[src/rtl/hsg_pkg.sv]
// Purpose : shared constants and types for the response gap link
// Assumes : core clock of 200 MHz, SPI mode 0, MSB first
// Notes   : lock, gap, watchdog and busy times are kept in their own unit, counts derived here; sck half and select gap in cycles

package hsg_pkg;

  // ==========================================================
  // clock and timing
  localparam int CLK_MHZ       = 200;
  localparam int LOCK_TIME_US  = 1000;               // freeze after readout
  localparam int LOCK_CYC      = LOCK_TIME_US * CLK_MHZ;
  localparam int GAP_TIME_US   = 1100;               // host gap after readout
  localparam int GAP_CYC       = GAP_TIME_US * CLK_MHZ;
  localparam int WDOG_TIME_MS  = 1000;               // watchdog period
  localparam int WDOG_CYC      = WDOG_TIME_MS * 1000 * CLK_MHZ;
  localparam int BUSY_TIME_US  = 1;                  // command processing
  localparam int BUSY_CYC      = BUSY_TIME_US * CLK_MHZ;
  localparam int SCK_HALF_CYC  = 4;                  // 25 MHz serial clock
  localparam int CS_GAP_CYC    = 4;                  // select high hold
  localparam int CNT_W         = 28;
  localparam int DIV_W         = 8;

  // ==========================================================
  // byte codes and response words
  localparam logic [7:0]  READ_BYTE    = 8'h00;      // plain readout byte
  localparam logic [7:0]  DUMMY_BYTE   = 8'hFF;      // unsupported command
  localparam logic [15:0] RESP_OK      = 16'h9000;
  localparam logic [15:0] RESP_ERR_CMD = 16'h6D00;   // unknown command
  localparam logic [15:0] RESP_NONE    = 16'h0000;   // nothing pending
  localparam logic [1:0]  RD_LAST      = 2'h1;       // readout is 2 bytes
  localparam logic [1:0]  NB_SAT       = 2'h2;

  // ==========================================================
  // host operations
  typedef enum logic [1:0] {
    OP_CMD,
    OP_CMD_OVL,
    OP_RD_ZERO,
    OP_RD_DUMMY
  } hsg_op_t;

  // error unless ok or empty
  function automatic logic resp_is_err(input logic [15:0] r);
    resp_is_err = (r != RESP_OK) && (r != RESP_NONE);
  endfunction : resp_is_err

endpackage : hsg_pkg

[src/rtl/hsg_link_if.sv]
// Purpose : serial link between host master and panel controller
// Assumes : all signals synchronous to the shared core clock
// Notes   : no two-way pins on this link

`timescale 1ns/1ps

interface hsg_link_if;
  logic sck;             // serial clock, idle low
  logic cs_n;            // frame select, active low
  logic mosi;            // master out
  logic miso;            // slave out
  logic controller_busy_n; // command processing, active low

  modport host (
    output sck, cs_n, mosi,
    input  miso, controller_busy_n
  );
  modport dev (
    input  sck, cs_n, mosi,
    output miso, controller_busy_n
  );
endinterface : hsg_link_if

[src/rtl/hsg_host.sv]
// Purpose : host master end of the link with readout workarounds
// Assumes : controller follows SPI mode 0, response is two bytes
// Notes   : ops are plain command, overlapped command, zero readout
//           and dummy readout

`timescale 1ns/1ps

module hsg_host
  import hsg_pkg::*;
#(
  parameter int GAP_CYCLES      = GAP_CYC,
  parameter int SCK_HALF_CYCLES = SCK_HALF_CYC,
  parameter int CS_GAP_CYCLES   = CS_GAP_CYC
) (
  input  logic        core_clk_i,   // core clock
  input  logic        reset_n_i,    // async reset, active low
  input  logic        clk_en_i,     // freezes state when low
  hsg_link_if.host    link,         // serial link
  input  hsg_op_t     op_i,         // operation kind
  input  logic        op_valid_i,   // operation request
  output logic        op_ready_o,   // operation accepted when high
  input  logic [7:0]  tx_data_i,    // command byte
  input  logic        tx_last_i,    // last byte of command
  input  logic        tx_valid_i,   // command byte valid
  output logic        tx_ready_o,   // command byte taken
  output logic [7:0]  rx_data_o,    // byte seen on slave out
  output logic        rx_valid_o,   // received byte pulse
  output logic [15:0] resp_o,       // first two bytes of a frame
  output logic        resp_valid_o, // response pulse
  output logic        resp_err_o,   // response is a live error
  output logic        abort_o,      // frame cut short pulse
  output logic        done_o        // operation finished pulse
);

  typedef enum logic [2:0] {
    H_IDLE, H_WAIT, H_LOAD, H_SHIFT, H_FLUSH, H_END
  } hsg_hst_t;

  hsg_hst_t         state_ff, nxt_state;
  hsg_op_t          op_ff;
  logic [CNT_W-1:0] gap_ff;
  logic [DIV_W-1:0] div_ff;
  logic             sck_ff, cs_n_ff, last_ff, ign_ff;
  logic [7:0]       tx_sh_ff, rx_sh_ff, b0_ff, rx_data_ff;
  logic [2:0]       bit_ff;
  logic [1:0]       nb_ff;
  logic [15:0]      resp_ff;
  logic             rx_valid_ff, resp_valid_ff, resp_err_ff;
  logic             abort_ff, done_ff;

  // ==========================================================
  // decode of the current step
  wire        is_cmd    = (op_ff == OP_CMD) | (op_ff == OP_CMD_OVL);
  wire [7:0]  rd_byte   = (op_ff == OP_RD_DUMMY) ? DUMMY_BYTE : READ_BYTE;
  wire        sck_tick  = div_ff == DIV_W'(SCK_HALF_CYCLES - 1);
  wire        end_tick  = div_ff == DIV_W'(CS_GAP_CYCLES - 1);
  wire        in_shift  = (state_ff == H_SHIFT);
  wire        rise      = in_shift & sck_tick & ~sck_ff;
  wire        fall      = in_shift & sck_tick & sck_ff;
  wire        byte_done = fall & (bit_ff == 3'h7);
  wire        second    = byte_done & (nb_ff == RD_LAST);
  wire [15:0] resp_word = {b0_ff, rx_sh_ff};
  wire        live_err  = resp_is_err(resp_word) & ~ign_ff;
  wire        abort_now = second & (op_ff == OP_CMD_OVL) & live_err;
  wire        load_ok   = (state_ff == H_LOAD) & (~is_cmd | tx_valid_i);
  wire        flush_end = (state_ff == H_FLUSH) & tx_valid_i & tx_last_i;
  wire        end_done  = (state_ff == H_END) & end_tick;
  wire        gap_clear = (gap_ff == '0);

  // request is taken only when idle and the gap has run out
  assign op_ready_o = (state_ff == H_IDLE) & gap_clear;
  assign tx_ready_o = ((state_ff == H_LOAD) & is_cmd) |
                      (state_ff == H_FLUSH);

  // next state
  always_comb begin
    nxt_state = state_ff;
    case (state_ff)
      H_IDLE: begin
        if (op_valid_i && op_ready_o) begin
          nxt_state = H_WAIT;
        end
      end
      H_WAIT: begin
        // no pin shows a freeze, only busy is honoured here
        if (link.controller_busy_n) begin
          nxt_state = H_LOAD;
        end
      end
      H_LOAD: begin
        if (load_ok) begin
          nxt_state = H_SHIFT;
        end
      end
      H_SHIFT: begin
        if (abort_now) begin
          nxt_state = last_ff ? H_END : H_FLUSH;
        end else if (byte_done) begin
          nxt_state = last_ff ? H_END : H_LOAD;
        end
      end
      H_FLUSH: begin
        if (flush_end) begin
          nxt_state = H_END;
        end
      end
      H_END: begin
        if (end_tick) begin
          nxt_state = H_IDLE;
        end
      end
      default: begin
        nxt_state = H_IDLE;
      end
    endcase
  end

  // state, operation and divider
  always_ff @(posedge core_clk_i or negedge reset_n_i) begin
    if (!reset_n_i) begin
      state_ff <= H_IDLE;
      op_ff    <= OP_CMD;
      div_ff   <= '0;
    end else if (clk_en_i) begin
      state_ff <= nxt_state;
      if (state_ff == H_IDLE && nxt_state == H_WAIT) begin
        op_ff <= op_i;
      end
      if (state_ff != nxt_state || (in_shift && sck_tick)) begin
        div_ff <= '0;
      end else if (in_shift || state_ff == H_END) begin
        div_ff <= div_ff + 1'b1;
      end
    end
  end

  // gap after a zero readout only, not after a dummy readout or a command
  always_ff @(posedge core_clk_i or negedge reset_n_i) begin
    if (!reset_n_i) begin
      gap_ff <= '0;
    end else if (clk_en_i) begin
      if (end_done && op_ff == OP_RD_ZERO) begin
        gap_ff <= CNT_W'(GAP_CYCLES);
      end else if (!gap_clear) begin
        gap_ff <= gap_ff - 1'b1;
      end
    end
  end

  // serial pins
  always_ff @(posedge core_clk_i or negedge reset_n_i) begin
    if (!reset_n_i) begin
      sck_ff  <= 1'b0;
      cs_n_ff <= 1'b1;
    end else if (clk_en_i) begin
      if (in_shift && sck_tick) begin
        sck_ff <= ~sck_ff;
      end else if (!in_shift) begin
        sck_ff <= 1'b0;
      end
      cs_n_ff <= ~((nxt_state == H_LOAD) || (nxt_state == H_SHIFT));
    end
  end

  // transmit and receive shifters
  always_ff @(posedge core_clk_i or negedge reset_n_i) begin
    if (!reset_n_i) begin
      tx_sh_ff <= 8'h00;
      rx_sh_ff <= 8'h00;
      last_ff  <= 1'b0;
      bit_ff   <= 3'h0;
    end else if (clk_en_i) begin
      if (load_ok) begin
        // readout sends two plain or dummy bytes
        tx_sh_ff <= is_cmd ? tx_data_i : rd_byte;
        last_ff  <= is_cmd ? tx_last_i : (nb_ff == RD_LAST);
        bit_ff   <= 3'h0;
      end else if (fall) begin
        tx_sh_ff <= {tx_sh_ff[6:0], 1'b0};
        bit_ff   <= bit_ff + 3'h1;
      end
      if (rise) begin
        rx_sh_ff <= {rx_sh_ff[6:0], link.miso};
      end
    end
  end

  // byte count and response capture
  always_ff @(posedge core_clk_i or negedge reset_n_i) begin
    if (!reset_n_i) begin
      nb_ff         <= 2'h0;
      b0_ff         <= 8'h00;
      rx_data_ff    <= 8'h00;
      rx_valid_ff   <= 1'b0;
      resp_ff       <= RESP_NONE;
      resp_valid_ff <= 1'b0;
      resp_err_ff   <= 1'b0;
      ign_ff        <= 1'b0;
    end else if (clk_en_i) begin
      rx_valid_ff   <= byte_done;
      resp_valid_ff <= second;
      if (state_ff == H_WAIT) begin
        nb_ff <= 2'h0;
      end else if (byte_done) begin
        rx_data_ff <= rx_sh_ff;
        nb_ff      <= (nb_ff == NB_SAT) ? NB_SAT : nb_ff + 2'h1;
        if (nb_ff == 2'h0) begin
          b0_ff <= rx_sh_ff;
        end
      end
      if (second) begin
        resp_ff     <= resp_word;
        resp_err_ff <= live_err;
        ign_ff      <= (op_ff == OP_RD_DUMMY);
      end
    end
  end

  // completion pulses
  always_ff @(posedge core_clk_i or negedge reset_n_i) begin
    if (!reset_n_i) begin
      abort_ff <= 1'b0;
      done_ff  <= 1'b0;
    end else if (clk_en_i) begin
      abort_ff <= abort_now;
      done_ff  <= end_done;
    end
  end

  assign link.sck     = sck_ff;
  assign link.cs_n    = cs_n_ff;
  assign link.mosi    = tx_sh_ff[7];
  assign rx_data_o    = rx_data_ff;
  assign rx_valid_o   = rx_valid_ff;
  assign resp_o       = resp_ff;
  assign resp_valid_o = resp_valid_ff;
  assign resp_err_o   = resp_err_ff;
  assign abort_o      = abort_ff;
  assign done_o       = done_ff;

endmodule : hsg_host

[src/flat_wrapper.sv]
// flat-port wrapper written by rule: the top's interface ports become plain ports
module hsg_host_flat import hsg_pkg::*;
#(
  parameter int GAP_CYCLES      = GAP_CYC,
  parameter int SCK_HALF_CYCLES = SCK_HALF_CYC,
  parameter int CS_GAP_CYCLES   = CS_GAP_CYC
)
  (core_clk_i, reset_n_i, clk_en_i, op_i, op_valid_i, op_ready_o, tx_data_i, tx_last_i, tx_valid_i, tx_ready_o, rx_data_o, rx_valid_o, resp_o, resp_valid_o, resp_err_o, abort_o, done_o, link_sck, link_cs_n, link_mosi, link_miso, link_controller_busy_n);
  hsg_link_if link_i ();
  input  logic core_clk_i;
  input  logic reset_n_i;
  input  logic clk_en_i;
  input  hsg_op_t op_i;
  input  logic op_valid_i;
  output logic op_ready_o;
  input  logic [7:0] tx_data_i;
  input  logic tx_last_i;
  input  logic tx_valid_i;
  output logic tx_ready_o;
  output logic [7:0] rx_data_o;
  output logic rx_valid_o;
  output logic [15:0] resp_o;
  output logic resp_valid_o;
  output logic resp_err_o;
  output logic abort_o;
  output logic done_o;
  output wire logic [$bits(link_i.sck)-1:0] link_sck;
  output wire logic [$bits(link_i.cs_n)-1:0] link_cs_n;
  output wire logic [$bits(link_i.mosi)-1:0] link_mosi;
  input wire logic [$bits(link_i.miso)-1:0] link_miso;
  input wire logic [$bits(link_i.controller_busy_n)-1:0] link_controller_busy_n;
  assign link_sck = link_i.sck;
  assign link_cs_n = link_i.cs_n;
  assign link_mosi = link_i.mosi;
  assign link_i.miso = link_miso;
  assign link_i.controller_busy_n = link_controller_busy_n;
  hsg_host #(.GAP_CYCLES(GAP_CYCLES), .SCK_HALF_CYCLES(SCK_HALF_CYCLES), .CS_GAP_CYCLES(CS_GAP_CYCLES)) u_core (.core_clk_i(core_clk_i), .reset_n_i(reset_n_i), .clk_en_i(clk_en_i), .link(link_i), .op_i(op_i), .op_valid_i(op_valid_i), .op_ready_o(op_ready_o), .tx_data_i(tx_data_i), .tx_last_i(tx_last_i), .tx_valid_i(tx_valid_i), .tx_ready_o(tx_ready_o), .rx_data_o(rx_data_o), .rx_valid_o(rx_valid_o), .resp_o(resp_o), .resp_valid_o(resp_valid_o), .resp_err_o(resp_err_o), .abort_o(abort_o), .done_o(done_o));
endmodule
[config.mk]
export PLATFORM = sky130hd
export DESIGN_NAME = hsg_host_flat
export DESIGN_NICKNAME = d
export VERILOG_FILES = /design/src/rtl/hsg_pkg.sv /design/src/rtl/hsg_link_if.sv /design/src/rtl/hsg_host.sv /design/src/flat_wrapper.sv
export SDC_FILE = /design/constraint.sdc
export NUM_CORES = 1
export LEC_CHECK = 0
export BUFFER_PORTS_ARGS = -buffer_cell sky130_fd_sc_hd__buf_2
export CAP_MARGIN = 5
export CORE_AREA = 2 2 112 114
export CTS_CLUSTER_DIAMETER = 60
export DETAILED_ROUTE_END_ITERATION = 16
export DIE_AREA = 0 0 114 116
export PLACE_DENSITY = 0.56
export SETUP_SLACK_MARGIN = 0.2
export SLEW_MARGIN = 0
export SYNTH_ARGS = -nofsm -noshare
export SYNTH_HDL_FRONTEND = slang
export SYNTH_SLANG_ARGS = --single-unit
[constraint.sdc]
create_clock -name core_clk_i -period 3.2 [get_ports core_clk_i]
set_input_delay 0.48 -clock core_clk_i [delete_from_list [all_inputs] [get_ports core_clk_i]]
set_output_delay 0.48 -clock core_clk_i [all_outputs]
set_load 0.02 [all_outputs]
==> results.yml, run 1 <==
power:
  power.density_mw_per_mm2: 509.1
  leakage_nw: 2.947
  power_mw: 2.968
  ir_worst_vdd_mv: 0.3474
timing:
  period_needed_ns: 2.865
  finalSetupViolCount: 0
  finalCritPeriodShare_pct: 89.54
  fin_worst_skew_ns: 0.005258
  fin_tns_setup_ns: 0
  slew_violations: 0
  fmaxAchievable_mhz: 349.0
  fin_hold_ws_ns: 0.1792
  tightest_slew_ns: 0.8368
  rsz0062_at_grt: "no"
  hold_violations: 0
  relSlewSlack_pct: 44.08
yosys:
  synthDistinctLibCells: 59
  async_reset_ff_share_pct: 100.0
  synth-compound-area-share_pct: 13.02
  synth_nets: 492
  ys_seq_area_share_pct: 51.00
  ys_seq_elements: 103
  synth_edf_count: 0
  synthSimpleGateAreaFrac_pct: 15.71
  muxShareOfSynthArea_pct: 11.78
  synth_top_area_share_pct: 50.48
  synthXorXnorAreaFrac_pct: 3.984
  synth.largest_area_cell: "dfrtp_1"
  ys_warn_count: 0
  synth_flop_cell: "dfrtp_1"
  synthCells: 467
  synthAdderAreaFrac_pct: 1.732
  syn_area_per_cell_sq_um: 10.83
  synth_top_family_by_area: "simple AND/OR/NAND/NOR gates"
  synth_area_leaders: "dfrtp_1 50%, mux2_2 12%, a21oi_1 2.7%"
  synth_area_sq_mm: 0.005056
detailed_routing:
  wl_per_cell_um: 16.50
  viasPerCell: 5.568
  drt_first_pass_iters: 4
  ant_nets: 0
  num_vias: 3742
  dr.first_iter.drc_count: 257
  route.detailed.drc: 0
  routed_wirelength_mm: 11.09
floorplanning:
  num_rows: 40
  initial_core_util_pct: 42.45
  core-area_sq_mm: 0.01191
  die_area_sq_mm: 0.01322
  die_x_um: 114
  die_h_um: 116
  num_io_pins: 52
final_layout:
  drive_above_1_share_pct: 28.00
  instances_no_fill: 672
  design_area_sq_mm: 0.005831
  antenna_cells: 0
  area_delta_synth_final_pct: 15.32
  fillCellCount: 1135
  finalNetCount: 546
run_status:
  status: "finished, final reports clean"
critical_path:
  cp-start-kind: "flip-flop"
  critical_path_arrival_ns: 2.39
  critPathMaxStageDelay_ns: 0.57
  required_ns: 2.72
  setup.worst_path.class: "reg -> out"
  crit_buf_inv: 1
  endpoint_kind: "output pin"
  crit_path_cell_trace: "or4_4 -> or4_4 -> nor4_4 -> buf_4"
  cpMostUsedCell: "or4_4"
  crit_fanout: 7
  cp_top_family: "simple AND/OR/NAND/NOR gates"
  cp_slowest_cell: "or4_4"
clock_tree:
  post_cts_buffers: 0
  cts_max_path_buffers: 2
  h-tree-depth: 3
  cts-root-buf: "clkbuf_16"
  insertion_delay_ns: 0.35
  cts.sinks: 103
  numCtsBuffers: 9
  path_clk_slew_ns: 0.06
  cts_tree: "done"
place:
  place.detailed.hpwl_mm: 7.642
  gp_congestion: 0.7977
  post-place-cells: 657
  io_buffers: 51
  placed_cell_area_sq_mm: 0.005524
global_routing:
  antenna_found_initial: 0
  grt_use_total_pct: 18.14
  grt_pass1_vias: 3700
  grt_pass1_wl_mm: 19.00
  grt-ovfl-total: 0
  grt_max_degree: 55
job:
  maxCapViolCount: 0
hold_path:
  worstHoldPathType: "in -> async"
[per-stage QoR]
| stage | setup slack, ns | utilization, % |
|---|---|---|
| floorplan | 0.2877 | - |
| finish | 0.3347 | 48.95 |
| CTS | 0.2301 | 48.81 |
| global route | 0.2380 | 48.95 |
| detailed placement | 0.2955 | 46.38 |
| global placement | 0.3670 | 46.38 |
[cell families (layout without fill, tap and decap cells)]
kind of cell / Yosys count / in the layout
simple gates: 151 / 151
xor+xnor: 23 / 23
mux: 53 / 53
fa+ha+maj: 7 / 7
flops: 103 / 103
buf+inv: 36 / 94
compound gates: 94 / 94
[Yosys cell counts (all sizes together), types with 6 or more instances]
cell type	n
a21oi	27
a311o	6
clkbuf	16
dfrtp	102
ha	7
inv	14
mux2	52
nand2	25
nand3	17
nand4	8
nor2	33
nor2b	9
nor3	16
nor4	11
o21ai	22
or4	9
xnor2	11
xor2	12
[sequential cells by signal, indices dropped and copies added, names as in the netlist, 2 cells and up]
register,flops
u_core.b0_ff,8
u_core.bit_ff,3
u_core.div_ff,8
u_core.gap_ff,28
u_core.nb_ff,2
u_core.op_ff,2
u_core.resp_o,16
u_core.rx_data_o,8
u_core.rx_sh_ff,8
u_core.state_ff,3
u_core.tx_sh_ff,8
[power by group]
group / internal, mW / switching [mW] / total [mW]
logic: 0.188 / 0.191 / 0.379
clock network: 0.600 / 0.472 / 1.07
registers: 1.41 / 0.110 / 1.52
total: 2.19 / 0.773 / 2.97
[layout by cell type (no fill, tap or decap), types with 6 or more instances in the layout]
cell and instances:
nand2_1 25, clkbuf_16 9, xnor2_1 11, buf_2 49, or4_1 7, o21ai_0 20
inv_1 14, nand4_1 8, buf_4 14, a311o_1 6, nor2_1 33, dfrtp_1 101
nand3_1 17, mux2_2 52, xor2_1 12, nor2b_1 9, nor4_1 10, ha_1 7
a21oi_1 27, nor3_1 16
[cell type report]
type	instances	area [sq um]	share of cell area [%]
repair buffers	64	370.4	6.352
well taps	147	183.9	3.155
clock inverters	4	47.55	0.8155
multi-input cells	328	2360	40.47
inverters	15	56.30	0.9657
flip-flops and latches	103	2580	44.25
clock buffers	11	232.7	3.991
[worst paths after layout]
check                                  start                 end  slack, ns  depth (start not counted)
min in group core_clk_i            link_miso  u_core.rx_sh_ff[0]       0.37                          2
setup reg to reg           u_core.gap_ff[22]   u_core.gap_ff[20]       0.41                          6
hold reg to reg            u_core.rx_valid_o   u_core.rx_valid_o       0.48                          1
hold / removal                     reset_n_i   u_core.resp_o[13]       0.18                          1
max in group asynchronous          reset_n_i    u_core.link.cs_n       2.25                          2
setup / recovery           u_core.gap_ff[22]          op_ready_o       0.33                          4
[metal layers]
| metal | wire (um) | share of wire [%] | up-vias | track usage [%] |
|---|---|---|---|---|
| li1 | - | - | 1813 | - |
| met1 | 5393 | 49 | 1845 | 26.16 |
| met2 | 5130 | 46 | 68 | 27.30 |
| met3 | 384 | 3.5 | 16 | 3.870 |
| met4 | 178 | 1.6 | 0 | 6.098 |
| met5 | 0 | 0 | - | 0 |
[timing repair]
action / in CTS / in global routing
hold buffers: 0 / 0
pin swaps: 0 / 1
resized for setup: 2 / 4
endpoints found under the setup margin: 1 / 2
Power figures use the tool's default switching activity.
==> inputs of run 2 (changes only) <==
--- a/config.mk
+++ b/config.mk
@@ -5,13 +5,13 @@
 export SDC_FILE = /design/constraint.sdc
 export NUM_CORES = 1
 export LEC_CHECK = 0
-export BUFFER_PORTS_ARGS = -buffer_cell sky130_fd_sc_hd__buf_2
 export CAP_MARGIN = 5
 export CORE_AREA = 2 2 112 114
 export CTS_CLUSTER_DIAMETER = 60
 export DETAILED_ROUTE_END_ITERATION = 16
 export DIE_AREA = 0 0 114 116
-export PLACE_DENSITY = 0.56
+export DONT_BUFFER_PORTS = 1
+export PLACE_DENSITY = 0.53
 export SETUP_SLACK_MARGIN = 0.2
 export SLEW_MARGIN = 0
 export SYNTH_ARGS = -nofsm -noshare
==> results.yml, run 2 (synthesis results as in run 1) <==
run_status:
  status: "finished, final reports clean"
floorplanning:
  num_rows: 40
  die_x_um: 114
  core-area_sq_mm: 0.01191
  num_io_pins: 52
  die_h_um: 116
  die_area_sq_mm: 0.01322
  initial_core_util_pct: 42.45
clock_tree:
  cts.sinks: 103
  cts_max_path_buffers: 2
  cts_tree: "done"
  h-tree-depth: 3
  numCtsBuffers: 9
  insertion_delay_ns: 0.35
  path_clk_slew_ns: 0.07
  cts-root-buf: "clkbuf_16"
timing:
  period_needed_ns: 2.899
  finalCritPeriodShare_pct: 90.60
  hold_violations: 0
  tightest_slew_ns: 0.5371
  fin_ws_ns: 0.3007
  fmaxAchievable_mhz: 344.9
  rsz0062_at_grt: "no"
  slew_violations: 0
  finalSetupViolCount: 0
  relSlewSlack_pct: 64.19
  fin_worst_skew_ns: 0.009184
  fin_tns_setup_ns: 0
final_layout:
  layout_commonest_cell: "dfrtp_1"
  finalNetCount: 499
  post-route-util_pct: 46.93
  drive_above_1_share_pct: 21.38
  instances_no_fill: 624
  antenna_cells: 0
  largest_reg_flops: 28
  area_delta_synth_final_pct: 10.57
  layout_common_cells: "100 x dfrtp_1, 52 x mux2_2, 33 x nor2_1"
  regMostFlops: "u_core.gap_ff"
global_routing:
  grt_max_degree: 104
  grt_pass1_vias: 3551
  grt-busiest-layer: "met2"
  grt_pass1_wl_mm: 18.42
  grt_use_total_pct: 17.89
  use_met2_pct: 28.33
  met1_usage_pct: 23.64
  antenna_found_initial: 0
  grt_use_met3_pct: 5.701
  grt-ovfl-total: 0
detailed_routing:
  viasPerCell: 5.625
  ant_nets: 0
  routed_wirelength_mm: 10.93
  num_vias: 3510
  route.detailed.drc: 0
  dr.first_iter.drc_count: 142
  wl_per_cell_um: 17.52
  drt_first_pass_iters: 6
power:
  ir_worst_vdd_mv: 0.2423
  power.density_mw_per_mm2: 513.8
  leakage_nw: 2.698
place:
  gp_congestion: 0.8073
  pre_cts_ws_ns: 0.3090
  io_buffers: 0
  post-place-cells: 609
  place.detailed.hpwl_mm: 7.286
job:
  maxCapViolCount: 0
critical_path:
  endpoint_kind: "output pin"
  cp_slowest_cell: "or4_4"
  r2r_setup_slack_ns: 0.40
  worstRegToRegCells: 6
  cpMostUsedCell: "or4_4"
  crit_path_cell_trace: "or4_4 -> or4_4 -> nor4_4 -> buf_4"
  crit_fanout: 7
  crit_buf_inv: 1
  critical_path_arrival_ns: 2.42
  setup.worst_path.class: "reg -> out"
  critPathMaxStageDelay_ns: 0.59
  reg2reg_to: "u_core.gap_ff[26]"
  required_ns: 2.72
  cp_top_family: "simple AND/OR/NAND/NOR gates"
  r2r-start: "u_core.gap_ff[22]"
  cp-start-kind: "flip-flop"
hold_path:
  worstHoldPathType: "in -> async"
==> run 2: changes by cell type in the layout (fill, tap and decap cells not counted), sizes merged <==
cell      previous run  this run
buf                 64        17
bufinv               1         0
clkbuf              11         9
clkinv               3         2
clkinvlp             1         3
inv                 14        15
==> run 2: power breakdown <==
group | switching, mW | internal (mW) | total, mW
Sequential | 0.110 | 1.41 | 1.52
Combinational | 0.171 | 0.177 | 0.348
Clock | 0.488 | 0.520 | 1.01
==> run 2: layout make-up <==
cell class / instances / area, sq um
Multi-Input combinational cell: 328 / 2360
Inverter: 15 / 56.30
Clock inverter: 5 / 36.28
Tap cell: 147 / 183.9
Sequential cell: 103 / 2581
Fill cell: 1145 / 6321
Clock buffer: 9 / 225.2
Timing Repair Buffer: 17 / 147.6
==> run 2: per-layer routing <==
layer / share of wire, % / up-vias / routed length [um]
met1: 48 / 1750 / 5227
li1: - / 1718 / -
met2: 47 / 33 / 5111
met5: 0 / - / 0
met3: 3.8 / 9 / 417
met4: 1.6 / 0 / 175
==> run 2: worst max-delay path by stage <==
stage	depth (start not counted)	slack, ns	endpoint	startpoint
after CTS	4	0.23	op_ready_o	u_core.gap_ff[18]
after global routing	4	0.21	op_ready_o	u_core.gap_ff[22]
final	4	0.30	op_ready_o	u_core.gap_ff[22]
after global placement	6	0.38	u_core.div_ff[2]	u_core.gap_ff[18]
after floorplan	5	0.29	op_ready_o	u_core.gap_ff[18]
after detailed placement	6	0.31	u_core.gap_ff[20]	u_core.gap_ff[18]
==> run 2: repair_timing <==
| action | CTS | global route |
|---|---|---|
| buffers inserted | 0 | 0 |
| endpoints found under the hold margin | 103 | 0 |
| resized for setup | 3 | 3 |
| hold buffers | 1 | 0 |
| pin swaps | 0 | 1 |
| setup endpoints to repair | 1 | 1 |
==> run 2: worst register-to-register path, cell delays in order (launching register included) <==
cell and delay, ns:
dfrtp_2 0.44, or4_4 0.56, or4_4 0.59, o31a_1 0.50, o21ai_2 0.34, nor4_1 0.08
o21a_1 0.18
==> run 2: per-stage QoR <==
stage,instance area (sq um),total power [mW],hold WS [ns]
detailed placement,5276,1.860,0.1877
floorplan,5056,1.785,0.1844
global placement,5276,1.850,0.1876
CTS,5584,2.913,0.08856
global route,5590,3.028,0.08744
finish,5590,2.872,0.07789
==> inputs of run 3 (changes only) <==
--- a/config.mk
+++ b/config.mk
@@ -5,13 +5,14 @@
 export SDC_FILE = /design/constraint.sdc
 export NUM_CORES = 1
 export LEC_CHECK = 0
+export ABC_AREA = 1
 export CAP_MARGIN = 5
-export CORE_AREA = 2 2 112 114
+export CORE_AREA = 2 2 115 117
 export CTS_CLUSTER_DIAMETER = 60
 export DETAILED_ROUTE_END_ITERATION = 16
-export DIE_AREA = 0 0 114 116
+export DIE_AREA = 0 0 117 119
 export DONT_BUFFER_PORTS = 1
-export PLACE_DENSITY = 0.53
+export PLACE_DENSITY = 0.52
 export SETUP_SLACK_MARGIN = 0.2
 export SLEW_MARGIN = 0
 export SYNTH_ARGS = -nofsm -noshare
==> results.yml, run 3 <==
run_status:
  status: "finished, final reports clean"
critical_path:
  critical_path_arrival_ns: 2.83
  required_ns: 3.49
  critPathMaxStageDelay_ns: 0.41
  crit_fanout: 11
  endpoint_kind: "flip-flop"
  r2r_setup_slack_ns: 0.66
  crit_path_cell_trace: "ha_1 -> nand3_1 -> nor2_1 -> nand2_1 -> nor3_4 -> nor2_1 -> nor2_2 -> nand2_1 -> nor2_2 -> nand3b_1 -> nand2_1 -> nand2_1 -> nor2_1"
  cp_slowest_cell: "nor3_4"
  cp-start-kind: "flip-flop"
  cpMostUsedCell: "nand2_1"
  setup.worst_path.class: "reg -> reg"
clock_tree:
  cts_max_path_buffers: 2
  cts_tree: "done"
  path_clk_slew_ns: 0.07
  insertion_delay_ns: 0.36
  cts_resized: 0
  cts_hold_buffers: 1
  h-tree-depth: 3
  cts-root-buf: "clkbuf_16"
  post_cts_buffers: 0
  numCtsBuffers: 9
  cts.sinks: 103
global_routing:
  grt-ovfl-total: 0
  grt_pass1_wl_mm: 21.39
  grt_max_degree: 104
  grt_use_total_pct: 19.89
  antenna_found_initial: 1
  grt_pass1_vias: 4164
yosys:
  synthSimpleGateAreaFrac_pct: 27.05
  synthCells: 652
  yosysMostFrequentCell: "nand2_1"
  syn_area_per_cell_sq_um: 8.158
  synth_common_cells: "152 x nand2_1, 102 x dfrtp_1, 80 x nor2_1"
  async_reset_ff_share_pct: 100.0
  synthAdderAreaFrac_pct: 1.647
  synth_top_family_by_area: "simple AND/OR/NAND/NOR gates"
  synthXorXnorAreaFrac_pct: 3.129
  synth_edf_count: 0
  muxShareOfSynthArea_pct: 2.188
  synth-compound-area-share_pct: 11.34
  synth_nets: 677
  ys_seq_area_share_pct: 48.48
  synthDistinctLibCells: 43
  synth.largest_area_cell: "dfrtp_1"
  synth_flop_cell: "dfrtp_1"
  ys_warn_count: 0
  ys_seq_elements: 103
  synth_area_leaders: "dfrtp_1 48%, nand2_1 11%, o21ai_0 6.3%"
  synth_area_sq_mm: 0.005319
  synth_top_area_share_pct: 47.99
power:
  power_mw: 3.708
  leakage_nw: 2.753
  power.density_mw_per_mm2: 636.7
  ir_worst_vdd_mv: 0.2948
floorplanning:
  die_x_um: 117
  core-area_sq_mm: 0.01287
  num_io_pins: 52
  die_area_sq_mm: 0.01392
  die_h_um: 119
  num_rows: 42
  initial_core_util_pct: 41.31
detailed_routing:
  routed_wirelength_mm: 12.69
  drt_first_pass_iters: 5
  wl_per_cell_um: 15.28
  ant_nets: 0
  route.detailed.drc: 0
  viasPerCell: 5.065
  num_vias: 4204
  dr.first_iter.drc_count: 311
timing:
  finalCritPeriodShare_pct: 79.24
  fin_hold_ws_ns: 0.05905
  finalSetupViolCount: 0
  rsz0062_at_grt: "no"
  relSlewSlack_pct: 52.84
  slew_violations: 0
  period_needed_ns: 2.536
  hold_violations: 0
  fmaxAchievable_mhz: 394.4
  fin_worst_skew_ns: 0.009770
  fin_tns_setup_ns: 0
  tightest_slew_ns: 0.7020
place:
  placed_cell_area_sq_mm: 0.005466
  gp_congestion: 0.9006
  place.detailed.hpwl_mm: 9.144
  io_buffers: 0
final_layout:
  layout_commonest_cell: "nand2_1"
  drive_above_1_share_pct: 8.729
  regMostFlops: "u_core.gap_ff"
  layout_common_cells: "152 x nand2_1, 102 x dfrtp_1, 80 x nor2_1"
  largest_reg_flops: 28
  finalNetCount: 673
  design_area_sq_mm: 0.005823
  area_delta_synth_final_pct: 9.480
hold_path:
  worstHoldPathType: "in -> async"
job:
  maxCapViolCount: 0
==> run 3: cell count changes after synthesis, moves of 10 or more <==
cell,change
inv_2,+10
nand3_1,+29
inv_1,+39
nor2_1,+47
nand2_1,+127
mux2_2,-51
o21ai_0,+47
==> run 3: cells by family (layout without fill, tap and decap cells) <==
group / count (synthesis) / count (layout)
DFF: 103 / 103
buffers and inverters: 82 / 83
AOI/OAI and AO/OA: 111 / 111
adders and majority gates: 7 / 7
other: 0 / 1
and+or+nand+nor: 322 / 322
muxes: 8 / 8
xor gates and xnor gates: 19 / 19
==> run 3: final timing paths <==
path | from | to | cells after the start
max in group asynchronous | reset_n_i | u_core.div_ff[7] | 1
worst min-delay path | reset_n_i | u_core.last_ff | 1
worst min register to register | u_core.rx_sh_ff[1] | u_core.rx_sh_ff[1] | 2
worst max-delay path | u_core.div_ff[0] | u_core.gap_ff[25] | 13
worst max register to register | u_core.div_ff[0] | u_core.gap_ff[25] | 13
min in group core_clk_i | clk_en_i | u_core.abort_o | 1
==> run 3: critical path, delay by kind of cell, from the launching register on <==
family	cells	cell delay, ns
flip-flops	1	0.39
adder cells (fa/ha/maj)	1	0.26
AND/OR/NAND/NOR	12	1.79
==> run 3: final cells by class <==
class,instances,area (sq um)
timing repair buffer,3,42.54
fill,1253,7052
antenna,1,2.502
multi-input combinational,467,2412
sequential,103,2579
inverter,64,240.2
clock buffer,10,229.0
clock inverter,6,97.59
tap,176,220.2
==> run 3: per-stage QoR <==
step	setup slack (ns)	cells	utilization (%)
after floorplan	1.250	652	-
after global placement	0.7687	812	42.46
after detailed placement	0.6522	812	42.46
after CTS	0.6227	829	45.21
after global routing	0.2639	829	45.21
final	0.6643	830	45.23
==> run 3: power breakdown <==
| part | switching, mW | internal (mW) | total, mW |
|---|---|---|---|
| clock | 0.525 | 0.700 | 1.23 |
| sequential | 0.169 | 1.46 | 1.63 |
| combinational | 0.593 | 0.260 | 0.853 |
==> run 3: routing by layer <==
| metal | up-vias | GRT usage [%] | part of all wire [%] |
|---|---|---|---|
| met5 | - | 0 | 0 |
| met4 | 0 | 7.353 | 1.8 |
| met1 | 1960 | 29.62 | 50 |
| met3 | 13 | 5.394 | 7.0 |
| met2 | 100 | 27.60 | 41 |
| li1 | 2131 | - | - |
